$ cat config.mk
export PLATFORM = sky130hd
export DESIGN_NAME = gnss_nmea_time_receiver
export DESIGN_NICKNAME = d
export VERILOG_FILES = /design/src/common/gnss_pkg.sv /design/src/common/byte_stream_if.sv /design/src/design/gnss_nmea_time_receiver.sv /design/src/design/serial_byte_rx.sv /design/src/design/byte_fifo.sv
export VERILOG_INCLUDE_DIRS = /design/src /design/src/common
export SDC_FILE = /design/constraint.sdc
export NUM_CORES = 2
export LEC_CHECK = 0
export ABC_CLOCK_PERIOD_IN_PS = 52500
export BUFFER_PORTS_ARGS = -buffer_cell sky130_fd_sc_hd__buf_2
export CAP_MARGIN = 10
export CORE_AREA = 2 2 387 350
export CTS_BUF_LIST = sky130_fd_sc_hd__clkbuf_4
export DETAILED_ROUTE_END_ITERATION = 16
export DIE_AREA = 0 0 389 352
export PLACE_DENSITY = 0.77
export SYNTH_ARGS = -nofsm -noshare
export SYNTH_HDL_FRONTEND = slang
export SYNTH_SLANG_ARGS = --single-unit
$ cat constraint.sdc
create_clock -name aclk -period 52.5 [get_ports aclk]
set_input_delay 0 -clock aclk [delete_from_list [all_inputs] [get_ports aclk]]
set_output_delay 0 -clock aclk [all_outputs]
set_load 0.1 [all_outputs]
$ cat src/common/gnss_consts.svh
// Offsets, field positions, reset values and timing counts of the NMEA time receiver.
// Assumes a 25 MHz system clock and 32-bit AXI4-Lite data.
`ifndef GNSS_CONSTS_SVH
`define GNSS_CONSTS_SVH
`define CLK_HZ 25000000
`define BAUD_DIV(b) (`CLK_HZ / (b))
`define A_CTRL 8'h00
`define A_STATUS 8'h04
`define A_LAT 8'h08
`define A_LON 8'h0C
`define A_EPOCH 8'h10
`define A_STAMP 8'h14
`define A_POS_RATE 8'h18
`define A_OTHER_RATE 8'h1C
`define A_FASTEST 8'h20
`define CTRL_EN_BIT 3
`define CTRL_RESET 32'h0000_0008
`define ST_TVAL_BIT 4
`define ST_SEQ_BIT 8
`define ST_CKS_BIT 9
`define ST_OVR_BIT 10
`define ST_RATE_BIT 12
`define DAYS_1970_TO_2000 32'h0000_2ACD
`define SEC_PER_DAY 32'h0001_5180
`define FIFO_DEPTH 32
`define RESP_OKAY 2'h0
`define RESP_SLVERR 2'h2
`endif

$ cat src/common/gnss_pkg.sv
// Types shared by the NMEA time receiver modules.
// Assumes nothing beyond a SystemVerilog compiler.
package gnss_pkg;
  typedef enum logic [1:0] {P_IDLE = 2'b00, P_BODY = 2'b01, P_CK_HI = 2'b10, P_CK_LO = 2'b11} parse_state_t;
  typedef enum logic [1:0] {S_NONE = 2'b00, S_RMC = 2'b01, S_GGA = 2'b10, S_GSA = 2'b11} sent_kind_t;
  typedef enum logic [1:0] {RX_IDLE = 2'b00, RX_START = 2'b01, RX_DATA = 2'b10, RX_STOP = 2'b11} rx_state_t;
endpackage : gnss_pkg

$ cat src/common/byte_stream_if.sv
// Valid/ready byte stream between the receiver's own modules.
// Assumes source and sink share one clock.
`timescale 1ns/1ns
interface byte_stream_if #(parameter int W = 8);
  logic valid;
  logic ready;
  logic [W-1:0] data;
  modport src (output valid, output data, input ready);
  modport snk (input valid, input data, output ready);
endinterface : byte_stream_if

$ cat src/design/gnss_nmea_time_receiver.sv
// NMEA sentence receiver: position, fix quality and epoch seconds tied to the pulse edge.
// Assumes an AXI4-Lite master, an RS232 line and a once-per-second pulse, both asynchronous.
//
// The implementer's own choices: register access over AXI4-Lite and the register addresses.
`timescale 1ns/1ns
`include "gnss_consts.svh"
module gnss_nmea_time_receiver #(
  parameter int unsigned DIV_4800 = `BAUD_DIV(4800)
) (
  input wire logic aclk,
  input wire logic aresetn,
  input wire logic [7:0] awaddr,
  input wire logic awvalid,
  output logic awready,
  input wire logic [31:0] wdata,
  input wire logic [3:0] wstrb,
  input wire logic wvalid,
  output logic wready,
  output logic [1:0] bresp,
  output logic bvalid,
  input wire logic bready,
  input wire logic [7:0] araddr,
  input wire logic arvalid,
  output logic arready,
  output logic [31:0] rdata,
  output logic [1:0] rresp,
  output logic rvalid,
  input wire logic rready,
  input wire logic rxd,
  input wire logic pps,
  output logic [31:0] lat_fixed_point,
  output logic [31:0] lon_fixed_point,
  output logic [1:0] fix_quality,
  output logic [31:0] epoch_seconds,
  output logic seq_error
);
  import gnss_pkg::*;

  // ----------------------------------------
  // Declarations
  // ----------------------------------------
  logic [2:0] baud_sel_r;
  logic en_r;
  logic [31:0] pos_rate_r, other_rate_r;
  logic seq_err_r, cks_err_r, ovr_err_r;
  logic bvalid_r, rvalid_r;
  logic [1:0] bresp_r, rresp_r;
  logic [31:0] rdata_r, rd_mux;
  logic rd_hit, wr_hit, wr_go, rd_go;
  logic [15:0] bit_div;
  logic overrun;
  logic pps_m_r, pps_s_r, pps_d_r, pps_rise;
  logic [31:0] tick_r, edge_pend_r, stamp_r;
  logic edge_armed_r, tval_r;
  parse_state_t state_r;
  logic [7:0] c, xor_r;
  logic [3:0] field_r, pos_r, ck_hi_r, qual_r;
  logic fire, is_dig, fe, ch, commit, ck_ok, talker_ok, good;
  logic [39:0] id_r;
  sent_kind_t kind;
  logic [23:0] tim_r, dat_r;
  logic [7:0] deg_r;
  logic [3:0] mt_r, mo_r;
  logic [16:0] frac_r;
  logic [2:0] fcnt_r;
  logic in_frac_r, south_r, west_r;
  logic [31:0] lat_abs_r, lon_abs_r, lat_r, lon_r, epoch_r;
  logic [1:0] fixq_r, seq_r;
  logic seq_bad_r, seq_arm_r, seq_evt;

  byte_stream_if #(.W(8)) rx_bs ();
  byte_stream_if #(.W(8)) fifo_bs ();

  // ----------------------------------------
  // Helpers
  // ----------------------------------------
  function automatic logic [31:0] merge(input logic [31:0] old, input logic [31:0] nw, input logic [3:0] s);
    for (int i = 0; i < 4; i++)
      if (s[i])
        old[8*i +: 8] = nw[8*i +: 8];
    return old;
  endfunction : merge

  function automatic logic [3:0] hexval(input logic [7:0] h);
    return (h >= "A") ? 4'(h[3:0] + 4'h9) : h[3:0];
  endfunction : hexval

  // Minutes become 1E-7 degree by *5/3; the divide is an exact reciprocal multiply
  function automatic logic [31:0] coord(input logic [7:0] dg, input logic [3:0] a, input logic [3:0] b,
                                        input logic [16:0] f, input logic [2:0] n);
    logic [31:0] fs, mf;
    logic [63:0] q;
    case (n)
      3'h0: fs = 32'h0;
      3'h1: fs = 32'(f) * 32'h0000_2710;
      3'h2: fs = 32'(f) * 32'h0000_03E8;
      3'h3: fs = 32'(f) * 32'h0000_0064;
      3'h4: fs = 32'(f) * 32'h0000_000A;
      default: fs = 32'(f);
    endcase
    mf = (32'(a) * 32'h0000_000A + 32'(b)) * 32'h0001_86A0 + fs;
    q = 64'(mf * 32'h0000_0005) * 64'h0000_0000_AAAA_AAAB;
    return 32'(dg) * 32'h0098_9680 + 32'(q >> 33);
  endfunction : coord

  function automatic logic [31:0] epoch(input logic [23:0] t, input logic [23:0] d);
    logic [31:0] dd, mo, yy, cum, days, sod;
    dd = 32'(d[23:20]) * 32'h0000_000A + 32'(d[19:16]);
    mo = 32'(d[15:12]) * 32'h0000_000A + 32'(d[11:8]);
    yy = 32'(d[7:4]) * 32'h0000_000A + 32'(d[3:0]);
    case (mo[3:0])
      4'h2: cum = 32'h0000_001F;
      4'h3: cum = 32'h0000_003B;
      4'h4: cum = 32'h0000_005A;
      4'h5: cum = 32'h0000_0078;
      4'h6: cum = 32'h0000_0097;
      4'h7: cum = 32'h0000_00B5;
      4'h8: cum = 32'h0000_00D4;
      4'h9: cum = 32'h0000_00F3;
      4'hA: cum = 32'h0000_0111;
      4'hB: cum = 32'h0000_0130;
      4'hC: cum = 32'h0000_014E;
      default: cum = 32'h0;
    endcase
    // Two-digit years taken as 2000..2099
    days = `DAYS_1970_TO_2000 + yy * 32'h0000_016D + ((yy + 32'h3) >> 2) + cum + dd - 32'h1
         + ((yy[1:0] == 2'h0 && mo > 32'h2) ? 32'h1 : 32'h0);
    sod = (32'(t[23:20]) * 32'hA + 32'(t[19:16])) * 32'h0000_0E10
        + (32'(t[15:12]) * 32'hA + 32'(t[11:8])) * 32'h0000_003C
        + 32'(t[7:4]) * 32'hA + 32'(t[3:0]);
    return days * `SEC_PER_DAY + sod;
  endfunction : epoch

  // ----------------------------------------
  // Serial path
  // ----------------------------------------
  always_comb
  begin
    case (baud_sel_r)
      3'h0: bit_div = DIV_4800[15:0];
      3'h1: bit_div = 16'(`BAUD_DIV(9600));
      3'h2: bit_div = 16'(`BAUD_DIV(19200));
      3'h3: bit_div = 16'(`BAUD_DIV(38400));
      3'h4: bit_div = 16'(`BAUD_DIV(57600));
      default: bit_div = 16'(`BAUD_DIV(115200));
    endcase
  end

  serial_byte_rx u_rx (.aclk(aclk), .aresetn(aresetn), .rxd(rxd), .bit_div(bit_div), .out(rx_bs),
                       .overrun(overrun));
  byte_fifo #(.WIDTH(8), .DEPTH(`FIFO_DEPTH)) u_fifo (.aclk(aclk), .aresetn(aresetn), .wr(rx_bs),
                                                     .rd(fifo_bs));

  // Parsing stalls while disabled, so the FIFO fills and then overruns
  assign fifo_bs.ready = en_r;
  assign c = fifo_bs.data;
  assign fire = fifo_bs.valid & en_r;
  assign is_dig = (c >= "0") && (c <= "9");
  assign fe = fire && state_r == P_BODY && (c == "," || c == "*");
  assign ch = fire && state_r == P_BODY && c != "," && c != "*" && c != "$";
  assign commit = fire && state_r == P_CK_LO && c != "$";
  assign ck_ok = ({ck_hi_r, hexval(c)} == xor_r);
  assign talker_ok = id_r[39:32] == "G" && (id_r[31:24] inside {"A", "B", "I", "L", "N", "P", "Q"});
  assign kind = (id_r[23:0] == "RMC") ? S_RMC : (id_r[23:0] == "GGA") ? S_GGA :
                (id_r[23:0] == "GSA") ? S_GSA : S_NONE;
  assign good = commit & ck_ok & talker_ok & (kind != S_NONE);

  // ----------------------------------------
  // Sentence framing
  // ----------------------------------------
  always_ff @(posedge aclk)
  begin
    if (!aresetn)
    begin
      state_r <= P_IDLE;
      xor_r <= 8'h00;
      field_r <= 4'h0;
      pos_r <= 4'h0;
      ck_hi_r <= 4'h0;
    end
    else if (fire)
    begin
      if (c == "$")
      begin
        state_r <= P_BODY;
        xor_r <= 8'h00;
        field_r <= 4'h0;
        pos_r <= 4'h0;
      end
      else
        unique case (state_r)
          P_IDLE: ;
          P_BODY:
            if (c == "*")
              state_r <= P_CK_HI;
            else
            begin
              xor_r <= xor_r ^ c;
              if (c == ",")
              begin
                field_r <= (field_r == 4'hF) ? field_r : field_r + 4'h1;
                pos_r <= 4'h0;
              end
              else if (pos_r != 4'hF)
                pos_r <= pos_r + 4'h1;
            end
          P_CK_HI:
          begin
            ck_hi_r <= hexval(c);
            state_r <= P_CK_LO;
          end
          P_CK_LO: state_r <= P_IDLE;
        endcase
    end
  end

  // ----------------------------------------
  // Field capture
  // ----------------------------------------
  always_ff @(posedge aclk)
  begin
    if (!aresetn || (fire && c == "$"))
    begin
      id_r <= 40'h0;
      tim_r <= 24'h0;
      dat_r <= 24'h0;
      {deg_r, mt_r, mo_r, frac_r, fcnt_r, in_frac_r} <= '0;
      {south_r, west_r, qual_r, lat_abs_r, lon_abs_r} <= '0;
    end
    else if (ch)
    begin
      if (field_r == 4'h0 && pos_r < 4'h5)
        id_r <= {id_r[31:0], c};
      if (field_r == 4'h1 && is_dig && pos_r < 4'h6)
        tim_r <= {tim_r[19:0], c[3:0]};
      if (kind == S_RMC && field_r == 4'h9 && is_dig && pos_r < 4'h6)
        dat_r <= {dat_r[19:0], c[3:0]};
      if (kind == S_GGA && (field_r == 4'h2 || field_r == 4'h4))
      begin
        if (c == ".")
          in_frac_r <= 1'b1;
        else if (is_dig && in_frac_r && fcnt_r < 3'h5)
        begin
          frac_r <= 17'(frac_r * 17'h0000A + 17'(c[3:0]));
          fcnt_r <= fcnt_r + 3'h1;
        end
        else if (is_dig && !in_frac_r)
        begin
          deg_r <= 8'(deg_r * 8'h0A + 8'(mt_r));
          mt_r <= mo_r;
          mo_r <= c[3:0];
        end
      end
      if (kind == S_GGA && field_r == 4'h3)
        south_r <= (c == "S");
      if (kind == S_GGA && field_r == 4'h5)
        west_r <= (c == "W");
      if (kind == S_GGA && field_r == 4'h6 && is_dig)
        qual_r <= c[3:0];
    end
    else if (fe)
    begin
      if (kind == S_GGA && field_r == 4'h2)
        lat_abs_r <= coord(deg_r, mt_r, mo_r, frac_r, fcnt_r);
      if (kind == S_GGA && field_r == 4'h4)
        lon_abs_r <= coord(deg_r, mt_r, mo_r, frac_r, fcnt_r);
      {deg_r, mt_r, mo_r, frac_r, fcnt_r, in_frac_r} <= '0;
    end
  end

  // ----------------------------------------
  // Pulse edge and outputs
  // ----------------------------------------
  always_ff @(posedge aclk)
  begin
    pps_m_r <= pps;
    pps_s_r <= pps_m_r;
    pps_d_r <= pps_s_r;
  end
  assign pps_rise = pps_s_r & ~pps_d_r;

  always_ff @(posedge aclk)
  begin
    if (!aresetn)
    begin
      tick_r <= 32'h0;
      edge_pend_r <= 32'h0;
      edge_armed_r <= 1'b0;
    end
    else
    begin
      tick_r <= tick_r + 32'h1;
      if (pps_rise)
      begin
        edge_pend_r <= tick_r;
        edge_armed_r <= 1'b1;
      end
      else if (good && kind == S_RMC)
        edge_armed_r <= 1'b0;
    end
  end

  // Bad sentences never reach here, so held values stay
  always_ff @(posedge aclk)
  begin
    if (!aresetn)
    begin
      {epoch_r, stamp_r, lat_r, lon_r} <= '0;
      fixq_r <= 2'h0;
      tval_r <= 1'b0;
    end
    else if (good)
    begin
      if (kind == S_RMC)
      begin
        epoch_r <= epoch(tim_r, dat_r);
        stamp_r <= edge_pend_r;
        tval_r <= edge_armed_r;
      end
      if (kind == S_GGA)
      begin
        lat_r <= south_r ? -lat_abs_r : lat_abs_r;
        lon_r <= west_r ? -lon_abs_r : lon_abs_r;
        fixq_r <= (qual_r == 4'h0) ? 2'h0 : (qual_r == 4'h2) ? 2'h2 : 2'h1;
      end
    end
  end

  // ----------------------------------------
  // Sentence order
  // ----------------------------------------
  // The first edge after reset only arms the check
  assign seq_evt = pps_rise && seq_arm_r && (seq_r != 2'h3 || seq_bad_r);

  always_ff @(posedge aclk)
  begin
    if (!aresetn)
    begin
      seq_r <= 2'h0;
      seq_bad_r <= 1'b0;
      seq_arm_r <= 1'b0;
    end
    else if (pps_rise)
    begin
      seq_r <= 2'h0;
      seq_bad_r <= 1'b0;
      seq_arm_r <= 1'b1;
    end
    else if (good)
    begin
      // Unknown types are ignored; only known ones out of turn count
      if ((seq_r == 2'h0 && kind == S_RMC) || (seq_r == 2'h1 && kind == S_GGA) ||
          (seq_r == 2'h2 && kind == S_GSA))
        seq_r <= seq_r + 2'h1;
      else
        seq_bad_r <= 1'b1;
    end
  end

  // ----------------------------------------
  // Register bus
  // ----------------------------------------
  assign wr_go = awvalid & wvalid & ~bvalid_r;
  assign rd_go = arvalid & ~rvalid_r;
  assign awready = wr_go;
  assign wready = wr_go;
  assign arready = rd_go;
  assign wr_hit = awaddr inside {`A_CTRL, `A_STATUS, `A_POS_RATE, `A_OTHER_RATE};
  assign bvalid = bvalid_r;
  assign bresp = bresp_r;
  assign rvalid = rvalid_r;
  assign rresp = rresp_r;
  assign rdata = rdata_r;

  always_ff @(posedge aclk)
  begin
    if (!aresetn)
    begin
      baud_sel_r <= 3'(`CTRL_RESET);
      en_r <= 1'(`CTRL_RESET >> `CTRL_EN_BIT);
      pos_rate_r <= 32'h0;
      other_rate_r <= 32'h0;
    end
    else if (wr_go)
    begin
      if (awaddr == `A_CTRL && wstrb[0])
      begin
        baud_sel_r <= wdata[2:0];
        en_r <= wdata[`CTRL_EN_BIT];
      end
      if (awaddr == `A_POS_RATE)
        pos_rate_r <= merge(pos_rate_r, wdata, wstrb);
      if (awaddr == `A_OTHER_RATE)
        other_rate_r <= merge(other_rate_r, wdata, wstrb);
    end
  end

  // Sticky flags: a new event wins over a write-one clear in the same cycle
  always_ff @(posedge aclk)
  begin
    if (!aresetn)
      {seq_err_r, cks_err_r, ovr_err_r} <= 3'h0;
    else
    begin
      seq_err_r <= seq_evt | (seq_err_r & ~(wr_go && awaddr == `A_STATUS && wstrb[1] && wdata[`ST_SEQ_BIT]));
      cks_err_r <= (commit & ~ck_ok) | (cks_err_r & ~(wr_go && awaddr == `A_STATUS && wstrb[1] &&
                                                     wdata[`ST_CKS_BIT]));
      ovr_err_r <= overrun | (ovr_err_r & ~(wr_go && awaddr == `A_STATUS && wstrb[1] && wdata[`ST_OVR_BIT]));
    end
  end

  always_comb
  begin
    rd_hit = 1'b1;
    rd_mux = 32'h0;
    case (araddr)
      `A_CTRL: rd_mux = {28'h0, en_r, baud_sel_r};
      `A_STATUS:
      begin
        rd_mux[1:0] = fixq_r;
        rd_mux[`ST_TVAL_BIT] = tval_r;
        rd_mux[`ST_SEQ_BIT] = seq_err_r;
        rd_mux[`ST_CKS_BIT] = cks_err_r;
        rd_mux[`ST_OVR_BIT] = ovr_err_r;
        rd_mux[`ST_RATE_BIT] = other_rate_r < pos_rate_r;
      end
      `A_LAT: rd_mux = lat_r;
      `A_LON: rd_mux = lon_r;
      `A_EPOCH: rd_mux = epoch_r;
      `A_STAMP: rd_mux = stamp_r;
      `A_POS_RATE: rd_mux = pos_rate_r;
      `A_OTHER_RATE: rd_mux = other_rate_r;
      `A_FASTEST: rd_mux = other_rate_r;
      default: rd_hit = 1'b0;
    endcase
  end

  always_ff @(posedge aclk)
  begin
    if (!aresetn)
    begin
      bvalid_r <= 1'b0;
      bresp_r <= `RESP_OKAY;
      rvalid_r <= 1'b0;
      rresp_r <= `RESP_OKAY;
      rdata_r <= 32'h0;
    end
    else
    begin
      if (wr_go)
      begin
        bvalid_r <= 1'b1;
        bresp_r <= wr_hit ? `RESP_OKAY : `RESP_SLVERR;
      end
      else if (bready)
        bvalid_r <= 1'b0;
      if (rd_go)
      begin
        rvalid_r <= 1'b1;
        rresp_r <= rd_hit ? `RESP_OKAY : `RESP_SLVERR;
        rdata_r <= rd_mux;
      end
      else if (rready)
        rvalid_r <= 1'b0;
    end
  end

  assign lat_fixed_point = lat_r;
  assign lon_fixed_point = lon_r;
  assign fix_quality = fixq_r;
  assign epoch_seconds = epoch_r;
  assign seq_error = seq_err_r;
endmodule : gnss_nmea_time_receiver

$ cat src/design/serial_byte_rx.sv
// Asynchronous serial receiver, 8 data bits, 1 stop bit, no flow control.
// Assumes rxd idles high; bit_div is the clock count of one bit.
`timescale 1ns/1ns
module serial_byte_rx
  import gnss_pkg::*;
(
  input wire logic aclk,
  input wire logic aresetn,
  input wire logic rxd,
  input wire logic [15:0] bit_div,
  byte_stream_if.src out,
  output logic overrun
);
  rx_state_t state_r;
  logic rx_m_r, rx_s_r;
  logic [15:0] cnt_r;
  logic [2:0] bit_r;
  logic [7:0] sh_r;
  logic valid_r;

  always_ff @(posedge aclk)
  begin
    rx_m_r <= rxd;
    rx_s_r <= rx_m_r;
  end

  always_ff @(posedge aclk)
  begin
    if (!aresetn)
    begin
      state_r <= RX_IDLE;
      cnt_r <= 16'h0000;
      bit_r <= 3'h0;
      sh_r <= 8'h00;
      valid_r <= 1'b0;
    end
    else
    begin
      valid_r <= 1'b0;
      unique case (state_r)
        RX_IDLE:
          if (!rx_s_r)
          begin
            state_r <= RX_START;
            cnt_r <= bit_div >> 1;
          end
        RX_START:
          if (cnt_r == 16'h0000)
          begin
            // Glitch shorter than half a bit is dropped
            state_r <= rx_s_r ? RX_IDLE : RX_DATA;
            cnt_r <= bit_div - 16'h0001;
            bit_r <= 3'h0;
          end
          else
            cnt_r <= cnt_r - 16'h0001;
        RX_DATA:
          if (cnt_r == 16'h0000)
          begin
            sh_r <= {rx_s_r, sh_r[7:1]};
            cnt_r <= bit_div - 16'h0001;
            bit_r <= bit_r + 3'h1;
            if (bit_r == 3'h7)
              state_r <= RX_STOP;
          end
          else
            cnt_r <= cnt_r - 16'h0001;
        RX_STOP:
          if (cnt_r == 16'h0000)
          begin
            state_r <= RX_IDLE;
            valid_r <= rx_s_r;
          end
          else
            cnt_r <= cnt_r - 16'h0001;
      endcase
    end
  end

  // No flow control on the line, so a refused byte is lost
  assign out.valid = valid_r;
  assign out.data = sh_r;
  assign overrun = valid_r & ~out.ready;
endmodule : serial_byte_rx

$ cat src/design/byte_fifo.sv
// Synchronous FIFO with a registered read stage.
// Assumes both sides on one clock; WIDTH matches the interfaces.
`timescale 1ns/1ns
module byte_fifo #(
  parameter int WIDTH = 8,
  parameter int DEPTH = 32
) (
  input wire logic aclk,
  input wire logic aresetn,
  byte_stream_if.snk wr,
  byte_stream_if.src rd
);
  localparam int AW = $clog2(DEPTH);
  logic [WIDTH-1:0] mem [DEPTH];
  logic [AW:0] wp_r, rp_r;
  logic [WIDTH-1:0] od_r;
  logic ov_r;
  logic full, empty, push, load;

  assign empty = (wp_r == rp_r);
  assign full = (wp_r[AW] != rp_r[AW]) && (wp_r[AW-1:0] == rp_r[AW-1:0]);
  assign push = wr.valid & ~full;
  assign load = ~empty & (~ov_r | rd.ready);
  assign wr.ready = ~full;
  assign rd.valid = ov_r;
  assign rd.data = od_r;

  always_ff @(posedge aclk)
  begin
    if (push)
      mem[wp_r[AW-1:0]] <= wr.data;
  end

  always_ff @(posedge aclk)
  begin
    if (!aresetn)
    begin
      wp_r <= '0;
      rp_r <= '0;
      ov_r <= 1'b0;
      od_r <= '0;
    end
    else
    begin
      if (push)
        wp_r <= wp_r + 1'b1;
      if (load)
      begin
        od_r <= mem[rp_r[AW-1:0]];
        rp_r <= rp_r + 1'b1;
        ov_r <= 1'b1;
      end
      else if (rd.ready)
        ov_r <= 1'b0;
    end
  end
endmodule : byte_fifo

Word-level counts from Yosys, hierarchy flattened
Memory sizes are Yosys's and may differ from the RTL's. A register that Yosys moved wholly into a read port is not among the register bits.
Cells that the tools add are included.
- logic and storage cells: 460
- latch bits: 0
- ROM bits: 144
- memories: 2
- register bits: 574
- input bits: 61
- memory bits (writable): 256
- shift-type cells: 0
- divide/modulo/power cells: 0
- equal/unequal tests: 81
- reductions and logical operators: 110
- $mul: 23
- bitwise operators: 34
- magnitude comparators: 8
- mux-type cells: 104
- $add $sub $neg: 36
- memories (name ; words ; width ; read ports ; clocked after Yosys merged registers in ; write ports ; line ; RTL):
    u_fifo.mem ; 32 ; 8 ; 1 ; 1 ; 1 ; byte_fifo.sv:14 ; logic [WIDTH-1:0] mem [DEPTH];
    (name not given) ; 16 ; 9 ; 1 ; 0 ; 0 ; gnss_nmea_time_receiver.sv:111 ; case (mo[3:0])
- operator list (kind ; count):
    $mux W32 ; 13
    $pmux W31 S5 ; 1
    $mul A35 B32 Y64 const B ; 2
    $pmux W19 S6 ; 1
    $mux W4 ; 22
    $mux W17 ; 5
    $eq A8 B7 Y1 const B ; 10
    $eq A24 B23 Y1 const B ; 3
    $mux W8 ; 9
    $mul A32 B3 Y35 const B ; 2
    $pmux W13 S5 ; 1
    $add A32 B31 Y32 ; 2
    $neg A32 Y32 ; 2
    $add A8 B4 Y9 ; 6
    $mul A4 B3 Y7 const B ; 7
    $eq A8 B5 Y1 const B ; 6
    $mux W16 ; 3
    $pmux W16 S3 ; 1
    $reduce_and A3 Y1 ; 16
    $eq A8 B6 Y1 const B ; 5
    $logic_and A1 B1 Y1 ; 40
    $add A20 B32 Y32 ; 1
    $add A26 B32 Y32 ; 1
    $add A32 B1 Y32 ; 1
    other kinds (91) ; 236

Longest topological paths before layout
- depth in word-level cells: 14
- gate-level depth with buffers: 77
- mapped depth without buffers: 76

By module
Synthesis repeated with hierarchy kept, for this count alone.
- cell total of the unflattened synthesis: 8294
- area, all modules: 79002.0 µm²
- by module, submodules not included (module ; area each (µm²) ; cells an instance ; instances):
    gnss_nmea_time_receiver ; 66015.8 ; 7473 ; 1
    byte_fifo ; 10834.1 ; 545 ; 1
    serial_byte_rx ; 2152.1 ; 276 ; 1

Worst setup path after synthesis
OpenSTA, ideal clock, no wires.
- path type: reg-to-reg
- from: register mt_r[3]
- to: register lon_abs_r[31]
- stages on the path, launching flop included: 71
- data arrival time: 16.965 ns
- required time: 52.368 ns
- library setup time: 0.132 ns
- setup slack: 35.403 ns
- cell sequence: dfxtp_1 -> ha_1 -> ha_1 -> fa_1 -> nand2_1 -> nor4_1 -> ha_1 -> ha_1 -> fa_1 -> inv_1 -> fa_1 -> inv_1 -> ha_1 -> o21ai_0 -> a21boi_0 -> o21ai_0 -> a21boi_0 -> o21ai_0 -> (+35 left out) -> a211oi_1 -> a211oi_1 -> o221ai_1 -> a31oi_1 -> a221o_1 -> a21oi_1 -> xnor2_1 -> ha_1 -> or2_2 -> a21oi_1 -> nor2b_1 -> o22ai_1 -> a31oi_1 -> a211oi_1 -> nor2_1 -> a311o_1 -> xor2_1 -> a21oi_1
- cells in the longest elaborated chain, start to end: 7
- RTL lines (what ; line ; RTL):
    start, declared ; gnss_nmea_time_receiver.sv:63 ; logic [3:0] mt_r, mo_r;
    start signal, assigned ; gnss_nmea_time_receiver.sv:250 ; mt_r <= mo_r;
    $mul A4 B3 Y7 ; gnss_nmea_time_receiver.sv:101 ; mf = (32'(a) * 32'h0000_000A + 32'(b)) * 32'h0001_86A0 + fs;
    $add A8 B4 Y9 ; gnss_nmea_time_receiver.sv:101 ;
    $mul A9 B12 Y21 ; gnss_nmea_time_receiver.sv:101 ;
    $add A26 B32 Y32 ; gnss_nmea_time_receiver.sv:101 ;
    $mul A32 B3 Y35 ; gnss_nmea_time_receiver.sv:102 ; q = 64'(mf * 32'h0000_0005) * 64'h0000_0000_AAAA_AAAB;
    $mul A35 B32 Y64 ; gnss_nmea_time_receiver.sv:102 ;
    $add A32 B31 Y32 ; gnss_nmea_time_receiver.sv:103 ; return 32'(dg) * 32'h0098_9680 + 32'(q >> 33);
    end signal, assigned ; gnss_nmea_time_receiver.sv:266 ; lon_abs_r <= coord(deg_r, mt_r, mo_r, frac_r, fcnt_r);
    end, declared ; gnss_nmea_time_receiver.sv:67 ; logic [31:0] lat_abs_r, lon_abs_r, lat_r, lon_r, epoch_r;
No other way between the ends.
A chain may end at the register's enable or synchronous reset.

Final worst setup path
Same ends and word-level chain as after synthesis.

==> run_results.csv <==
group,metric,value,unit
power_and_ir_drop,p_leak,42.3,nW
cts,h-tree-depth,4,
worst_setup_path,r2r_end,"lon_abs_r[31]$_SDFFE_PP0P_",
worst_hold_path,hp-class,"input port to flip-flop",
detailed_routing,vias,63200,
detailed_routing,dr.pass1.iters,8,
worst_setup_path,worst-path-max-fanout,7,
cts,clkTransAtPathRegs,70,ps
worst_setup_path,critical_path_arrival,20160,ps
cts,cts_buffers,200,
cts,cts_tree,"done",
detailed_routing,drt_iter0_drc,5985,
detailed_routing,detail-route-antenna-nets,0,
die,io_pins,201,
power_and_ir_drop,powerDensity,15.5,nW/µm²
die,dieArea,137000,µm²
synthesis,synthTopCellsByCount,"inv_1 (1,320), ha_1 (1,127), fa_1 (694)",
global_routing,grt_pass1_vias,63200,
worst_hold_path,min_to,"rdata[9]$_SDFFE_PN0P_",
timing,rsz0062_at_grt,"false",
timing,drv_slew,0,
placed_design,place_inst,10100,
placed_design,hpwl,179,mm
power_and_ir_drop,p_total,1.34,mW
timing,skew,115,ps
worst_setup_path,cp.required,53460,ps
placed_design,port_buffers,198,
final_layout,instances_no_fill,10700,
synthesis,synthFlopType,"dfxtp_1",
flow_run,drv_cap,0,
worst_setup_path,crit_path_end_kind,"flip-flop",
synthesis,synth_edf_count,256,
global_routing,grt.total_usage,33.2,%
cts,clock-sinks,836,
synthesis,syn_area,79200,µm²
detailed_routing,vias_per_cell,5.93,
power_and_ir_drop,power_frac_clock,41.2,%
synthesis,ys_ff_latch,836,
detailed_routing,avgRoutedWirePerCell,21.4,µm
global_routing,grt_max_degree,134,
power_and_ir_drop,p_sw,0.364,mW
synthesis,synth_area_leaders,"ha_1 (18%), fa_1 (18%), dfxtp_1 (15%)",
synthesis,async_reset_ff_share,0,%
synthesis,avgSynthCellArea,9.44,µm²
cts,cts_max_path_buffers,3,
global_routing,grt_pass1_wl,357,mm
worst_setup_path,reg2reg_depth,69,
timing,max_freq,52.1,MHz
cts,cts_root_buf,"clkbuf_4",
timing,hold_violations,0,
worst_hold_path,min_from,"araddr[1]",
global_routing,grt_overflow,0,
detailed_routing,drcViolationCount,0,
worst_setup_path,rrSetupSlack,33300,ps
timing,period_share,36.6,%
synthesis,yosys_warnings,0,
power_and_ir_drop,seqPwrFrac,50.4,%
final_layout,largest_register_ffs,256,
timing,fin_tns_setup,0,ps
worst_setup_path,slowest_delay,590,ps
worst_setup_path,critical-path-slowest-cell,"nor4_1",
cts,cts_resized,0,
synthesis,synthMostInstantiatedCell,"inv_1",
worst_setup_path,path_common_cell,"ha_1",
timing,setup-violations-final,0,
timing,post-route-min-period,19200,ps
final_layout,nets,10600,
final_layout,drive_above_1_share,8.22,%
die,die_w,389,µm
cts,post_cts_buffers,0,
worst_setup_path,path_class,"flip-flop to flip-flop",
run_status,status,"complete, no violations",
worst_setup_path,startpoint_type,"flip-flop",
global_routing,antenna_found_initial,7,
detailed_routing,postRouteWirelength,228,mm
die,row_count,127,
power_and_ir_drop,p_comb_share,8.5,%
power_and_ir_drop,p_int,0.973,mW
final_layout,utilization,65.0,%
power_and_ir_drop,sw_frac_of_total,27.2,%
placed_design,place_congestion,1.02,
timing,slew_headroom,15.7,%
worst_setup_path,rr_startpoint,"mt_r[3]$_SDFFE_PP0P_",
power_and_ir_drop,ir_drop,0.0291,mV
synthesis,synthCells,8392,
cts,holdBufCountCts,145,
timing,worst_slew_pin_slew,1260,ps
final_layout,syn_to_final_growth,8.91,%
die,core_area,133000,µm²
timing,worst_hold_slack,131,ps
die,initial_utilization,59.6,%
synthesis,synth.top_cell.area_share,17.8,%
synthesis,ys_types,92,
worst_hold_path,whs_path_depth,8,
die,die_y,352,µm
synthesis,ys_seq_area_share,24.4,%
cts,clk_latency,1200,ps
synthesis,yosysTopAreaCell,"ha_1",
-- stage by stage --
stage          cell area, µm²  setup WS [ps]
2_1_floorplan           79200          35400
3_3_place_gp            82000          33830
3_5_place_dp            82000          33530
4_1_cts                 86100          33410
5_1_grt                 86300          31680
6_report                86300          33300
-- worst max-delay path by stage --
stage | start | end
after floorplan | mt_r[3]$_SDFFE_PP0P_ | lon_abs_r[31]$_SDFFE_PP0P_
after global placement | mt_r[3]$_SDFFE_PP0P_ | lon_abs_r[31]$_SDFFE_PP0P_
after detailed placement | mt_r[3]$_SDFFE_PP0P_ | lon_abs_r[31]$_SDFFE_PP0P_
after CTS | mt_r[3]$_SDFFE_PP0P_ | lon_abs_r[31]$_SDFFE_PP0P_
after global routing | mt_r[3]$_SDFFE_PP0P_ | lon_abs_r[31]$_SDFFE_PP0P_
final | mt_r[3]$_SDFFE_PP0P_ | lon_abs_r[31]$_SDFFE_PP0P_
-- critical path, delay by kind of cell, from the launching register on --
| family | cells | cell delay [ps] |
|---|---|---|
| AND/OR/NAND/NOR | 12 | 2810 |
| XOR/XNOR | 5 | 1220 |
| flip-flops | 1 | 470 |
| buffers and inverters | 6 | 360 |
| AO/OA/AOI/OAI | 26 | 5920 |
| adder cells (fa/ha/maj) | 20 | 8240 |
-- final cells by class --
class                      count  area (µm²)
fill                       10600       46600
tap                         1741        2180
sequential                   836       19300
timing repair buffer         419        3130
clock inverter                77         484
antenna                        5        12.5
multi-input combinational   5983       54100
inverter                    1321        4970
clock buffer                 284        2130
-- metal layers --
| layer | part of all wire (%) | track usage [%] |
|---|---|---|
| met4 | 4.1 | 13.1 |
| met2 | 44 | 50.8 |
| met1 | 43 | 45.9 |
| met5 | 0.031 | 0 |
| met3 | 9.0 | 7.08 |
-- cell families (layout without fill, tap and decap cells) --
kind of cell,count (synthesis),after routing,share of synthesized area (%)
AND/OR/NAND/NOR,1936,1936,11.1
adder cells (fa/ha/maj),1821,1821,35.3
buffers and inverters,1574,2101,7.52
AO/OA/AOI/OAI,1465,1465,11.5
flip-flops,836,836,24.4
XOR/XNOR,492,492,5.47
multiplexers,267,267,4.66
other,1,7,0.00473
-- power groups by stage --
stage                     Sequential (mW)  Clock (mW)  Combinational [mW]
final                               0.673       0.550               0.113
after global routing                0.674       0.593               0.121
after CTS                           0.673       0.558               0.110
after detailed placement            0.688           0               0.103
after global placement              0.688           0               0.101
after floorplan                     0.692           0              0.0698
-- layout by cell type (no fill, tap or decap), drive strengths merged, types with 129 or more instances in the layout --
cell type	synthesis	layout
inv	1321	1330
ha	1127	1127
fa	694	694
nor2	677	677
nand2	623	623
a21oi	620	620
dfxtp	580	580
clkbuf	218	284
buf	35	274
xnor2	266	266
edfxtp	256	256
o21ai	226	226
xor2	224	224
mux2i	183	183
dlygate4sd3	0	145
a21o	143	143
nand3	129	129
(Power assumes the default switching activity.)
